==> config.mk <==
export PLATFORM = sky130hd
export DESIGN_NAME = sdo_expedited_server
export DESIGN_NICKNAME = d
export VERILOG_FILES = /design/src/rtl/sdo_pkg.sv /design/src/rtl/sdo_dict_if.sv /design/src/rtl/sdo_expedited_server.sv /design/src/rtl/sdo_dict.sv /design/src/rtl/sdo_cmd_decode.sv
export SDC_FILE = /design/constraint.sdc
export NUM_CORES = 2
export LEC_CHECK = 0
export CAP_MARGIN = 40
export CORE_MARGIN = 2
export CORE_UTILIZATION = 55
export CTS_BUF_LIST = sky130_fd_sc_hd__clkbuf_4 sky130_fd_sc_hd__clkbuf_8
export CTS_CLUSTER_DIAMETER = 100
export DETAILED_ROUTE_END_ITERATION = 16
export DONT_BUFFER_PORTS = 1
export PLACE_DENSITY = 0.74
export RECOVER_POWER = 25
export SYNTH_ARGS = -nofsm -noshare
export SYNTH_HDL_FRONTEND = slang
export SYNTH_SLANG_ARGS = --single-unit
export TNS_END_PERCENT = 20
==> constraint.sdc <==
create_clock -name clock -period 37.5 [get_ports clock]
set_input_delay 3.75 -clock clock [delete_from_list [all_inputs] [get_ports clock]]
set_output_delay 3.75 -clock clock [all_outputs]
set_load 0.01 [all_outputs]
==> src/rtl/sdo_pkg.sv <==
// Shared constants for the expedited service-data server.
// Assumes a 50 MHz system clock and 32-bit Avalon-MM register access.
package sdo_pkg;
  // Frame identifiers and fixed frame contents
  localparam logic [10:0] BOOT_BASE = 11'h700;
  localparam logic [10:0] REQ_BASE = 11'h600;
  localparam logic [10:0] RSP_BASE = 11'h580;
  localparam logic [7:0] BOOT_BYTE = 8'h00;
  localparam logic [3:0] BOOT_DLC = 4'h1;
  localparam logic [3:0] FRAME_DLC = 4'h8;
  // Command specifiers in byte 0 bits 7..5
  localparam logic [2:0] CCS_DOWNLOAD = 3'h1;
  localparam logic [2:0] CCS_UPLOAD = 3'h2;
  localparam logic [2:0] SCS_UPLOAD = 3'h2;
  localparam logic [2:0] SCS_DOWNLOAD = 3'h3;
  localparam int CMD_CS_LSB = 5;
  localparam int CMD_N_LSB = 2;
  localparam int CMD_E_BIT = 1;
  localparam int CMD_S_BIT = 0;
  // Entry sizes: 1..4 bytes travel expedited, 0 marks a large entry
  localparam logic [2:0] MAX_EXP_BYTES = 3'h4;
  localparam logic [2:0] SIZE_LARGE = 3'h0;
  localparam int DICT_DEPTH = 8;
  localparam int DICT_AW = 3;
  // Register byte offsets
  localparam logic [4:0] REG_CTRL = 5'h00;
  localparam logic [4:0] REG_STATUS = 5'h04;
  localparam logic [4:0] REG_SLOT = 5'h08;
  localparam logic [4:0] REG_KEY = 5'h0c;
  localparam logic [4:0] REG_VALUE = 5'h10;
  // Field positions and reset values
  localparam int CTRL_EN_BIT = 0;
  localparam int CTRL_NODE_LSB = 8;
  localparam logic [31:0] CTRL_RESET = 32'h0000_0000;
  localparam int KEY_SUB_LSB = 16;
  localparam int KEY_SIZE_LSB = 24;
  localparam int STAT_SERVED_LSB = 8;
  localparam int STAT_REFUSED_LSB = 16;
endpackage

==> src/rtl/sdo_dict_if.sv <==
// Connection between the server core and its entry table.
// Assumes both ends sit on the same clock.
`timescale 1ns/1ns
`default_nettype none
interface sdo_dict_if;
  logic [15:0] lkIndex;
  logic [7:0] lkSub;
  logic lkHit;
  logic [2:0] lkSize;
  logic [31:0] lkValue;
  logic sdoWr;
  logic [31:0] sdoData;
  logic [2:0] swSlot;
  logic swKeyWr;
  logic swValWr;
  logic [31:0] swData;
  logic [31:0] swKey;
  logic [31:0] swValue;
  modport server (
    output lkIndex, lkSub, sdoWr, sdoData, swSlot, swKeyWr, swValWr, swData,
    input lkHit, lkSize, lkValue, swKey, swValue
  );
  modport table_side (
    input lkIndex, lkSub, sdoWr, sdoData, swSlot, swKeyWr, swValWr, swData,
    output lkHit, lkSize, lkValue, swKey, swValue
  );
endinterface
`default_nettype wire

==> src/rtl/sdo_expedited_server.sv <==
// Node-side expedited service-data server with boot announcement.
// Assumes a CAN controller on the same clock with valid/ready frame
// ports (byte 0 in data bits 7..0) and an Avalon-MM master.
`timescale 1ns/1ns
`default_nettype none
module sdo_expedited_server (
  input wire logic clock,
  input wire logic rstn,
  input wire logic [4:0] avsAddress,
  input wire logic avsRead,
  input wire logic avsWrite,
  input wire logic [31:0] avsWriteData,
  input wire logic [3:0] avsByteEnable,
  output logic [31:0] avsReadData,
  output logic avsWaitRequest,
  input wire logic rxValid,
  input wire logic [10:0] rxId,
  input wire logic [3:0] rxDlc,
  input wire logic [63:0] rxData,
  output logic rxReady,
  output logic txValid,
  output logic [10:0] txId,
  output logic [3:0] txDlc,
  output logic [63:0] txData,
  input wire logic txReady
);
  typedef enum {ST_IDLE, ST_LOOK, ST_SEND} sdo_state_t;

  logic rstMeta;
  logic rstSync;
  sdo_state_t state, next_state;
  logic bootSent, next_bootSent;
  logic [63:0] req, next_req;
  logic [7:0] served, next_served;
  logic [7:0] refused, next_refused;
  logic next_rxReady, next_txValid;
  logic [10:0] next_txId;
  logic [3:0] next_txDlc;
  logic [63:0] next_txData;
  logic [31:0] ctrl, next_ctrl;
  logic [2:0] slot, next_slot;
  logic [31:0] next_avsReadData;
  logic next_avsWaitRequest;
  logic enable;
  logic [10:0] nodeId;
  logic isUpload, isDownload, isExpedited;
  logic [7:0] upCmd;
  logic [31:0] maskedValue;
  logic sizeOk, upOk, dlOk, busTake;

  sdo_dict_if dict ();

  // Reset release through two flip-flops
  always_ff @(posedge clock or negedge rstn) begin
    if (!rstn) begin
      rstMeta <= 1'b0;
      rstSync <= 1'b0;
    end else begin
      rstMeta <= 1'b1;
      rstSync <= rstMeta;
    end
  end

  sdo_dict u_dict (
    .clock(clock),
    .rstn(rstSync),
    .dict(dict)
  );

  sdo_cmd_decode u_decode (
    .cmdByte(req[7:0]),
    .entrySize(dict.lkSize),
    .entryValue(dict.lkValue),
    .reqValue(req[63:32]),
    .isUpload(isUpload),
    .isDownload(isDownload),
    .isExpedited(isExpedited),
    .upCmd(upCmd),
    .maskedValue(maskedValue)
  );

  // Lookup key from the held request: index bytes 1..2, subindex byte 3
  assign dict.lkIndex = req[23:8];
  assign dict.lkSub = req[31:24];
  assign enable = ctrl[sdo_pkg::CTRL_EN_BIT];
  assign nodeId = {4'h0, ctrl[sdo_pkg::CTRL_NODE_LSB+6:sdo_pkg::CTRL_NODE_LSB]};
  // Large entries cannot travel expedited
  assign sizeOk = dict.lkSize != sdo_pkg::SIZE_LARGE
    && dict.lkSize <= sdo_pkg::MAX_EXP_BYTES;
  assign upOk = isUpload && dict.lkHit && sizeOk;
  assign dlOk = isDownload && isExpedited && dict.lkHit && sizeOk;
  assign dict.sdoWr = state == ST_LOOK && dlOk;
  assign dict.sdoData = maskedValue;

  // Boot frame, request intake, reply building
  always_comb begin
    next_state = state;
    next_bootSent = bootSent;
    next_req = req;
    next_served = served;
    next_refused = refused;
    next_txValid = txValid;
    next_txId = txId;
    next_txDlc = txDlc;
    next_txData = txData;
    case (state)
      ST_IDLE: begin
        if (enable && !bootSent) begin
          next_bootSent = 1'b1;
          next_txValid = 1'b1;
          next_txId = sdo_pkg::BOOT_BASE + nodeId;
          next_txDlc = sdo_pkg::BOOT_DLC;
          next_txData = {56'h0, sdo_pkg::BOOT_BYTE};
          next_state = ST_SEND;
        end else if (rxValid && rxReady && rxDlc == sdo_pkg::FRAME_DLC
            && rxId == sdo_pkg::REQ_BASE + nodeId) begin
          next_req = rxData;
          next_state = ST_LOOK;
        end
      end
      ST_LOOK: begin
        next_txId = sdo_pkg::RSP_BASE + nodeId;
        next_txDlc = sdo_pkg::FRAME_DLC;
        if (upOk) begin
          next_txData = {maskedValue, req[31:8], upCmd};
          next_txValid = 1'b1;
          next_served = served + 8'h01;
          next_state = ST_SEND;
        end else if (dlOk) begin
          next_txData = {32'h0, req[31:8], sdo_pkg::SCS_DOWNLOAD, 5'h00};
          next_txValid = 1'b1;
          next_served = served + 8'h01;
          next_state = ST_SEND;
        end else begin
          next_refused = refused + 8'h01;
          next_state = ST_IDLE;
        end
      end
      ST_SEND: begin
        if (txReady) begin
          next_txValid = 1'b0;
          next_state = ST_IDLE;
        end
      end
      default: begin
        next_state = ST_IDLE;
      end
    endcase
    next_rxReady = next_state == ST_IDLE && enable && next_bootSent;
  end

  // Server state registers
  always_ff @(posedge clock or negedge rstSync) begin
    if (!rstSync) begin
      state <= ST_IDLE;
      bootSent <= 1'b0;
      req <= '0;
      served <= '0;
      refused <= '0;
      rxReady <= 1'b0;
      txValid <= 1'b0;
      txId <= '0;
      txDlc <= '0;
      txData <= '0;
    end else begin
      state <= next_state;
      bootSent <= next_bootSent;
      req <= next_req;
      served <= next_served;
      refused <= next_refused;
      rxReady <= next_rxReady;
      txValid <= next_txValid;
      txId <= next_txId;
      txDlc <= next_txDlc;
      txData <= next_txData;
    end
  end

  // Byte-lane merge of a write into an old word
  function automatic logic [31:0] merge(input logic [31:0] oldWord,
      input logic [31:0] newWord, input logic [3:0] be);
    logic [31:0] res;
    res = oldWord;
    for (int b = 0; b < 4; b++) begin
      if (be[b]) begin
        res[8*b+:8] = newWord[8*b+:8];
      end
    end
    return res;
  endfunction

  // Bus slave: one wait cycle, access taken when waitrequest is low
  assign busTake = (avsRead || avsWrite) && !avsWaitRequest;
  assign dict.swSlot = slot;
  assign dict.swKeyWr = busTake && avsWrite && avsAddress == sdo_pkg::REG_KEY;
  assign dict.swValWr = busTake && avsWrite && avsAddress == sdo_pkg::REG_VALUE;
  assign dict.swData = avsAddress == sdo_pkg::REG_KEY
    ? merge(dict.swKey, avsWriteData, avsByteEnable)
    : merge(dict.swValue, avsWriteData, avsByteEnable);

  always_comb begin
    next_ctrl = ctrl;
    next_slot = slot;
    next_avsWaitRequest = !((avsRead || avsWrite) && avsWaitRequest);
    next_avsReadData = avsReadData;
    if (busTake && avsWrite && avsAddress == sdo_pkg::REG_CTRL) begin
      next_ctrl = merge(ctrl, avsWriteData, avsByteEnable);
    end
    if (busTake && avsWrite && avsAddress == sdo_pkg::REG_SLOT
        && avsByteEnable[0]) begin
      next_slot = avsWriteData[2:0];
    end
    if (avsRead && avsWaitRequest) begin
      case (avsAddress)
        sdo_pkg::REG_CTRL: next_avsReadData = ctrl;
        sdo_pkg::REG_STATUS: next_avsReadData = {8'h00, refused, served,
          6'h00, state != ST_IDLE, bootSent};
        sdo_pkg::REG_SLOT: next_avsReadData = {29'h0, slot};
        sdo_pkg::REG_KEY: next_avsReadData = dict.swKey;
        sdo_pkg::REG_VALUE: next_avsReadData = dict.swValue;
        default: next_avsReadData = 32'h0000_0000;
      endcase
    end
  end

  // Bus slave registers
  always_ff @(posedge clock or negedge rstSync) begin
    if (!rstSync) begin
      ctrl <= sdo_pkg::CTRL_RESET;
      slot <= '0;
      avsWaitRequest <= 1'b1;
      avsReadData <= '0;
    end else begin
      ctrl <= next_ctrl;
      slot <= next_slot;
      avsWaitRequest <= next_avsWaitRequest;
      avsReadData <= next_avsReadData;
    end
  end

  // Checks on the frames the node sends, the table write and the bus answer
  a_boot_frame: assert property (@(posedge clock) disable iff (!rstSync)
    state == ST_IDLE && enable && !bootSent |=> txValid
    && txId == sdo_pkg::BOOT_BASE + nodeId && txDlc == sdo_pkg::BOOT_DLC
    && txData[7:0] == sdo_pkg::BOOT_BYTE)
    else $error("boot frame wrong");
  a_boot_once: assert property (@(posedge clock) disable iff (!rstSync)
    bootSent && !txValid
    |=> bootSent && !(txValid && txId[10:8] == 3'h7))
    else $error("second boot frame");
  a_store_entry: assert property (@(posedge clock) disable iff (!rstSync)
    state == ST_LOOK && dlOk |-> dict.sdoWr
    ##1 txValid && txData[7:0] == {sdo_pkg::SCS_DOWNLOAD, 5'h00})
    else $error("download not stored or answered");
  a_one_reply: assert property (@(posedge clock) disable iff (!rstSync)
    state == ST_LOOK && upOk |=> txValid && state == ST_SEND
    && txData[63:32] == $past(maskedValue))
    else $error("upload reply missing");
  a_large_refused: assert property (@(posedge clock) disable iff (!rstSync)
    state == ST_LOOK && dict.lkSize == sdo_pkg::SIZE_LARGE
    |=> !txValid && refused == $past(refused) + 8'h01)
    else $error("large entry answered");
  a_reply_id: assert property (@(posedge clock) disable iff (!rstSync)
    txValid && txDlc == sdo_pkg::FRAME_DLC
    |-> txId == sdo_pkg::RSP_BASE + nodeId)
    else $error("reply id wrong");
  a_unused_zero: assert property (@(posedge clock) disable iff (!rstSync)
    txValid && txDlc == sdo_pkg::FRAME_DLC |-> !txData[4])
    else $error("unused command bit set");
  a_upload_flags: assert property (@(posedge clock) disable iff (!rstSync)
    txValid && txData[7:5] == sdo_pkg::SCS_UPLOAD |-> txData[1:0] == 2'b11
    && txData[3:2] == 2'(sdo_pkg::MAX_EXP_BYTES - $past(dict.lkSize, 1))
    || $past(txValid))
    else $error("upload flags wrong");
  a_count_gated: assert property (@(posedge clock) disable iff (!rstSync)
    txValid && txDlc == sdo_pkg::FRAME_DLC && txData[1:0] != 2'b11
    |-> txData[3:2] == 2'b00)
    else $error("count without flags");
  a_tx_hold: assert property (@(posedge clock) disable iff (!rstSync)
    txValid && !txReady |=> txValid && $stable(txData) && $stable(txId))
    else $error("frame dropped before taken");
  a_bus_answer: assert property (@(posedge clock) disable iff (!rstSync)
    (avsRead || avsWrite) && avsWaitRequest |=> !avsWaitRequest)
    else $error("bus answer late");

  c_boot: cover property (@(posedge clock) disable iff (!rstSync)
    $rose(bootSent));
  c_upload: cover property (@(posedge clock) disable iff (!rstSync)
    state == ST_LOOK && upOk);
  c_download: cover property (@(posedge clock) disable iff (!rstSync)
    dict.sdoWr);
  c_refused: cover property (@(posedge clock) disable iff (!rstSync)
    state == ST_LOOK && !upOk && !dlOk);
endmodule
`default_nettype wire

==> src/rtl/sdo_dict.sv <==
// Entry table: key, size and value per slot, with a lookup port.
// Assumes a synchronised active-low reset from the top module.
`timescale 1ns/1ns
`default_nettype none
module sdo_dict (
  input wire logic clock,
  input wire logic rstn,
  sdo_dict_if.table_side dict
);
  logic [31:0] keyMem [sdo_pkg::DICT_DEPTH];
  logic [31:0] valMem [sdo_pkg::DICT_DEPTH];
  logic [31:0] next_keyMem [sdo_pkg::DICT_DEPTH];
  logic [31:0] next_valMem [sdo_pkg::DICT_DEPTH];
  logic [sdo_pkg::DICT_DEPTH-1:0] hitVec;
  logic [sdo_pkg::DICT_AW-1:0] hitSlot;

  // Per-slot key compare
  for (genvar i = 0; i < sdo_pkg::DICT_DEPTH; i++) begin : g_cmp
    assign hitVec[i] = keyMem[i][sdo_pkg::KEY_SUB_LSB-1:0] == dict.lkIndex
      && keyMem[i][sdo_pkg::KEY_SIZE_LSB-1:sdo_pkg::KEY_SUB_LSB] == dict.lkSub;
  end

  // Lowest matching slot wins
  always_comb begin
    hitSlot = '0;
    for (int i = sdo_pkg::DICT_DEPTH - 1; i >= 0; i--) begin
      if (hitVec[i]) begin
        hitSlot = i[sdo_pkg::DICT_AW-1:0];
      end
    end
  end

  assign dict.lkHit = |hitVec;
  assign dict.lkSize = keyMem[hitSlot][sdo_pkg::KEY_SIZE_LSB+2:sdo_pkg::KEY_SIZE_LSB];
  assign dict.lkValue = valMem[hitSlot];
  assign dict.swKey = keyMem[dict.swSlot];
  assign dict.swValue = valMem[dict.swSlot];

  // Software updates; a network write to the same slot wins
  always_comb begin
    next_keyMem = keyMem;
    next_valMem = valMem;
    if (dict.swKeyWr) begin
      next_keyMem[dict.swSlot] = dict.swData;
    end
    if (dict.swValWr) begin
      next_valMem[dict.swSlot] = dict.swData;
    end
    if (dict.sdoWr) begin
      next_valMem[hitSlot] = dict.sdoData;
    end
  end

  // Table storage
  always_ff @(posedge clock or negedge rstn) begin
    if (!rstn) begin
      for (int i = 0; i < sdo_pkg::DICT_DEPTH; i++) begin
        keyMem[i] <= '0;
        valMem[i] <= '0;
      end
    end else begin
      keyMem <= next_keyMem;
      valMem <= next_valMem;
    end
  end
endmodule
`default_nettype wire

==> src/rtl/sdo_cmd_decode.sv <==
// Command byte decoder and data byte masking for one request.
// Pure combinational; inputs come from registered request data.
`timescale 1ns/1ns
`default_nettype none
module sdo_cmd_decode (
  input wire logic [7:0] cmdByte,
  input wire logic [2:0] entrySize,
  input wire logic [31:0] entryValue,
  input wire logic [31:0] reqValue,
  output logic isUpload,
  output logic isDownload,
  output logic isExpedited,
  output logic [7:0] upCmd,
  output logic [31:0] maskedValue
);
  logic [2:0] dlBytes;
  logic [2:0] count;
  logic [1:0] unusedN;
  logic [31:0] rawValue;

  // Specifier and flags of the request
  assign isUpload = cmdByte[7:sdo_pkg::CMD_CS_LSB] == sdo_pkg::CCS_UPLOAD;
  assign isDownload = cmdByte[7:sdo_pkg::CMD_CS_LSB] == sdo_pkg::CCS_DOWNLOAD;
  assign isExpedited = cmdByte[sdo_pkg::CMD_E_BIT];
  // Byte count meaningful only with both flags set
  assign dlBytes = cmdByte[sdo_pkg::CMD_S_BIT] && isExpedited
    ? sdo_pkg::MAX_EXP_BYTES - {1'b0, cmdByte[sdo_pkg::CMD_N_LSB+1:sdo_pkg::CMD_N_LSB]}
    : sdo_pkg::MAX_EXP_BYTES;
  assign unusedN = 2'(sdo_pkg::MAX_EXP_BYTES - entrySize);
  // Upload reply: expedited, size indicated, unused bits zero
  assign upCmd = {sdo_pkg::SCS_UPLOAD, 1'b0, unusedN, 1'b1, 1'b1};
  assign count = isUpload ? entrySize : dlBytes;
  assign rawValue = isUpload ? entryValue : reqValue;

  // Bytes past the count carry zero
  for (genvar b = 0; b < 4; b++) begin : g_mask
    assign maskedValue[8*b+7:8*b] = (3'(b) < count) ? rawValue[8*b+7:8*b]
      : 8'h00;
  end
endmodule
`default_nettype wire

; After elaboration in Yosys (flattened, before gate mapping)
; Cells that the tools add are included.
[totals]
reg_bits = 776
out_inout_bits = 114
[op_classes]
n_addsub = 7
n_lt_le_gt_ge = 9
n_eq_ne = 30
mux = 69
bitwise = 5
n_reduce_logical = 56
[ops]
columns = cell, n
row1 = $bwmux W256, 3
row2 = $mux W256, 2
row3 = $mux W32, 13
row4 = $bmux W32 S3, 4
row5 = $demux W32 S3, 2
row6 = $mux W64, 3
row7 = $pmux W32 S5, 1
row8 = $eq A16 B16 Y1, 8
row9 = $pmux W64 S2, 1
row10 = $mux W8, 14
row11 = $pmux W32 S3, 1
row12 = $eq A32 B2 Y1 const B, 2
row13 = $eq A8 B8 Y1, 8
row14 = $logic_not A32 Y1, 2
row15 = $mux W27, 2
row16 = $logic_and A1 B1 Y1, 33
row17 = $eq A32 B1 Y1 const B, 1
row18 = $reduce_bool A32 Y1, 1
row19 = $mux W3, 10
row20 = $pmux W11 S2, 1
row21 = $add A8 B1 Y8 const B, 2
row22 = $reduce_and A2 Y1, 6
row23 = $add A10 B8 Y11 const A, 1
row24 = $add A11 B7 Y11 const A, 1
row25 = 33 further kinds, 54

; Depth between registers and ports, before layout
[logic_depth]
depth_word = 23
depth_mapped = 20
mapped_depth_nobuf = 16

; Modules after synthesis
; From an unflattened synthesis, not the netlist that was laid out.
[hier_totals]
cells_unflattened = 3715
area_unflattened_um2 = 41098.2
[by_module_without_submodules]
columns = mod, instances, cells_per_inst, area_each_um2, seq_area_each_um2
row1 = sdo_dict, 1, 2809, 29557.1, 12812.3
row2 = sdo_expedited_server, 1, 842, 11018.1, 6482.5
row3 = sdo_cmd_decode, 1, 64, 523.0, 0.0

; Worst setup path before layout
; OpenSTA, ideal clock, no wires.
[synth_path]
path_type = input -> register
from = in avsAddress[4]
to = reg u_dict.valMem[193] in the netlist's numbering
setup_time_ns = 0.140
arrival_ns = 5.836
required_ns = 37.360
slack_ns = 31.524
path_stages = 10
path_cell_list = nor3_1 and3_1 clkbuf_1 clkbuf_1 a211oi_1 a21oi_1 clkbuf_1 o21ai_0 nand2_1 o21ai_0
[synth_lines]
columns = element, line_no
row1 = start: declaration, sdo_expedited_server.sv:9  ; input wire logic [4:0] avsAddress,
row2 = end signal: assignment, sdo_dict.sv:63  ; valMem <= next_valMem;
row3 = end: declaration, sdo_dict.sv:11  ; logic [31:0] valMem [sdo_pkg::DICT_DEPTH];

==> results.md <==
- Outcome: complete, but fails checks
- Failing checks: max-capacitance violations, max-slew violations
- Fmax: 114.5 MHz
- CP cell instances: clkbuf_1, clkbuf_1, clkbuf_1, clkbuf_1
- RR Startpoint: rstSync
- CTS tree: built
- Lkg Pwr: 20.46 nW
- R2R Path End: u_dict.valMem[24]
- Drt wl/cell: 27.61 um
- CP arrival: 8.96 ns
- I/O Pins: 240
- Core Region: 70,150 um2
- H-tree depth: 4
- Hold Crit Start: rstMeta
- DRC: 0
- Die area: 73,010 um2
- Final hold violations: 0
- Endpoints failing setup: 0
- DRT Pass-1 Iters: 7
- Worst Reg2Reg Path Length in Cells: 4
- Period utilization: 0.2329
- Starting Density: 0.5556
- Post-CTS Setup Bufs: 0
- Post-DP Area: 40,310 um2
- Cts hold-fix bufs: 0
- Synth async-reset ratio: 1.000
- Final WS setup: 28.77 ns
- Dpl hpwl: 94.21 mm
- Flop2flop setup slack: 28.77 ns
- Critical path class: flop to async pin
- CP Max Fanout: 58
- ANT nets after route: 0
- Yosys reg bits: 767
- Pins Over Slew Limit: 396
- Part of the Yosys area used for sequential elements: 0.4925
- Die height: 270.2 um
- Final instance area: 43,040 um2
- Number of global-route vias before repair: 34,760
- CTS buffer count: 131
- Via count: 36,730
- Clock sinks: 767
- Most frequent cells in the layout: nand2_1, o21ai_0, dfrtp_1
- Worst-Margin Slew: 3.775 ns
- CP peak stage delay: 2.43 ns
- Die Wd: 270.2 um
- Cells after Synth: 4,505
- GRT overflow: 0
- Setup Skew: 0.03514 ns
- Placer's final routability congestion estimate: 0.9644
- Area Growth Syn to Fin: 10.43%
- Synthesized area: 38,980 um2
- Hold Path End: rstSync
- Drt initial violations: 6,280
- Vias/cell: 6.714
- Ratio of cells with drive above 1 in the final layout: 0.1075
- Min Tclk post-route: 8.733 ns
- RSZ-0062 raised after global routing: false
- P per Cell Area: 46.97 nW/um2
- Root buffer cell: clkbuf_8
- Fin nets: 4,556
- CTS resizes: 0
- Post-synth EDFFs: 0
- Max Buffers Root-to-Sink: 3
- Setup TNS: 0 ns
- Hold Crit Depth: 0
- Initial antenna violation count: 12
- Ys flop type: dfrtp_1
- Final wirelength: 151.0 mm
- All-Layer GR Usage: 0.4071
- Most common cell after layout, fill and taps aside: nand2_1
- WP buf/inv: 4
- Critical Path Slowest Stage Cell: clkbuf_1
- Distinct cells, synth: 79
- Clock transition at the registers of the reported paths: 0.06 ns
- Worst-Skew Late Latency: 0.81 ns
- CP dominant cell by count: clkbuf_1
- Pre-CTS setup slack: 30.63 ns
- CP endpoint kind: async pin
- YS warnings: 0
- Worst setup SP type: flop
- Row count: 97
- Syn_area_per_cell: 8.652 um2
- Req. time, crit path: 37.73 ns
- Largest delay share family, worst path: buffers and inverters
- Rel. slew slack: -1.517
- Max cap viols: 7
- Largest net degree at the start of global routing: 156
- First-pass GRT wire length: 222.7 mm
- Peak supply drop: 0.03331 mV
- HP Class: flop to flop
- # port buffers: 0
## area by class of cell
cell class	instances	area (um2)
clock buffers	208	2613
diodes	8	20.02
repair buffers	138	1247
well taps	940	1176
fillers	6090	27110
flip-flops and latches	767	19190
multi-input cells	3373	18520
inverters	15	56.30
clock inverters	21	216.5
## cells in the mapped netlist, types with 4 or more instances
master	number	area share
nand2_1	1112	0.11
o21ai_0	811	0.10
dfrtp_1	766	0.49
clkbuf_1	284	0.027
a22oi_1	257	0.050
nor2_1	157	0.015
xnor2_1	149	0.033
nand4_1	112	0.018
nand3_1	96	0.012
a21oi_1	83	0.011
nor3_1	74	0.0095
xor2_1	64	0.014
mux2_2	52	0.015
buf_2	46	0.0059
o221ai_1	41	0.0092
nor4_1	34	0.0055
buf_1	32	0.0031
o21ai_1	31	0.0040
a22o_1	27	0.0061
a21o_1	20	0.0039
buf_4	20	0.0039
o22ai_1	19	0.0030
mux2i_1	18	0.0046
a222oi_1	17	0.0044
inv_1	15	0.0014
and3_1	13	0.0021
nand2b_1	12	0.0019
a211oi_1	9	0.0017
o211ai_1	9	0.0017
o221a_2	9	0.0026
a221oi_1	6	0.0013
and2_1	6	0.00096
o31ai_1	6	0.0012
nor3b_1	5	0.00096
o22a_1	5	0.0011
o2bb2ai_1	5	0.0011
or2_2	5	0.00080
a221o_1	4	0.0010
ha_1	4	0.0013
or3_1	4	0.00064
## sequential cells by signal (all words and copies together) (netlist names), 3 cells and up
| name | count |
|---|---|
| served | 8 |
| refused | 8 |
| txId | 10 |
| ctrl | 32 |
| dict.swSlot | 3 |
| txData | 61 |
| req | 63 |
| state | 32 |
| u_dict.valMem | 256 |
| u_dict.keyMem | 256 |
| avsReadData | 32 |
## stage by stage
| stage | hold WS (ns) | util | cells | power (mW) |
|---|---|---|---|---|
| after detailed placement | 0.3428 | 0.5746 | 5232 | 1.189 |
| after global routing | 0.3661 | 0.6135 | 5469 | 2.070 |
| after floorplan | 0.3312 | - | 4538 | 1.051 |
| after global placement | 0.3378 | 0.5670 | 5199 | 1.176 |
| after CTS | 0.3543 | 0.6149 | 5461 | 1.999 |
| final | 0.3502 | 0.6135 | 5470 | 2.021 |
## logic make-up after synthesis
family / count (synthesis) / synth area share
buf+inv: 398 / 0.04192
fa+ha+maj: 4 / 0.001284
simple gates: 1647 / 0.1786
xor+xnor: 214 / 0.04828
compound gates: 1400 / 0.2161
mux: 73 / 0.02115
other cells: 2 / 0.0001927
flops: 767 / 0.4925
## power breakdown
| group | switching, mW | internal, mW | leakage [nW] |
|---|---|---|---|
| logic | 0.247 | 0.0803 | 9.65 |
| registers | 0.0220 | 0.851 | 9.31 |
| clock network | 0.358 | 0.463 | 1.50 |
| total | 0.627 | 1.39 | 20.5 |
## layer usage
| metal | vias up | share of wire | GRT usage |
|---|---|---|---|
| met4 | 8 | 0.075 | 0.2742 |
| met5 | - | 0.0014 | 0.01711 |
| met3 | 697 | 0.15 | 0.1440 |
| met1 | 17310 | 0.36 | 0.5171 |
| met2 | 3036 | 0.42 | 0.5833 |
| li1 | 15680 | - | - |
## how the worst max path moves through the flow
stage	start	end	slack [ns]	cells past startpoint
finish	rstSync	u_dict.valMem[24]	28.77	4
global route	rstSync	u_dict.valMem[219]	27.16	4
CTS	req[20]	txData[40]	30.58	15
detailed placement	req[20]	txData[33]	30.63	15
global placement	req[20]	u_dict.valMem[231]	30.56	15
floorplan	rstSync	avsReadData[0]	14.54	0
Note: power is estimated with default switching activity, not from simulation.
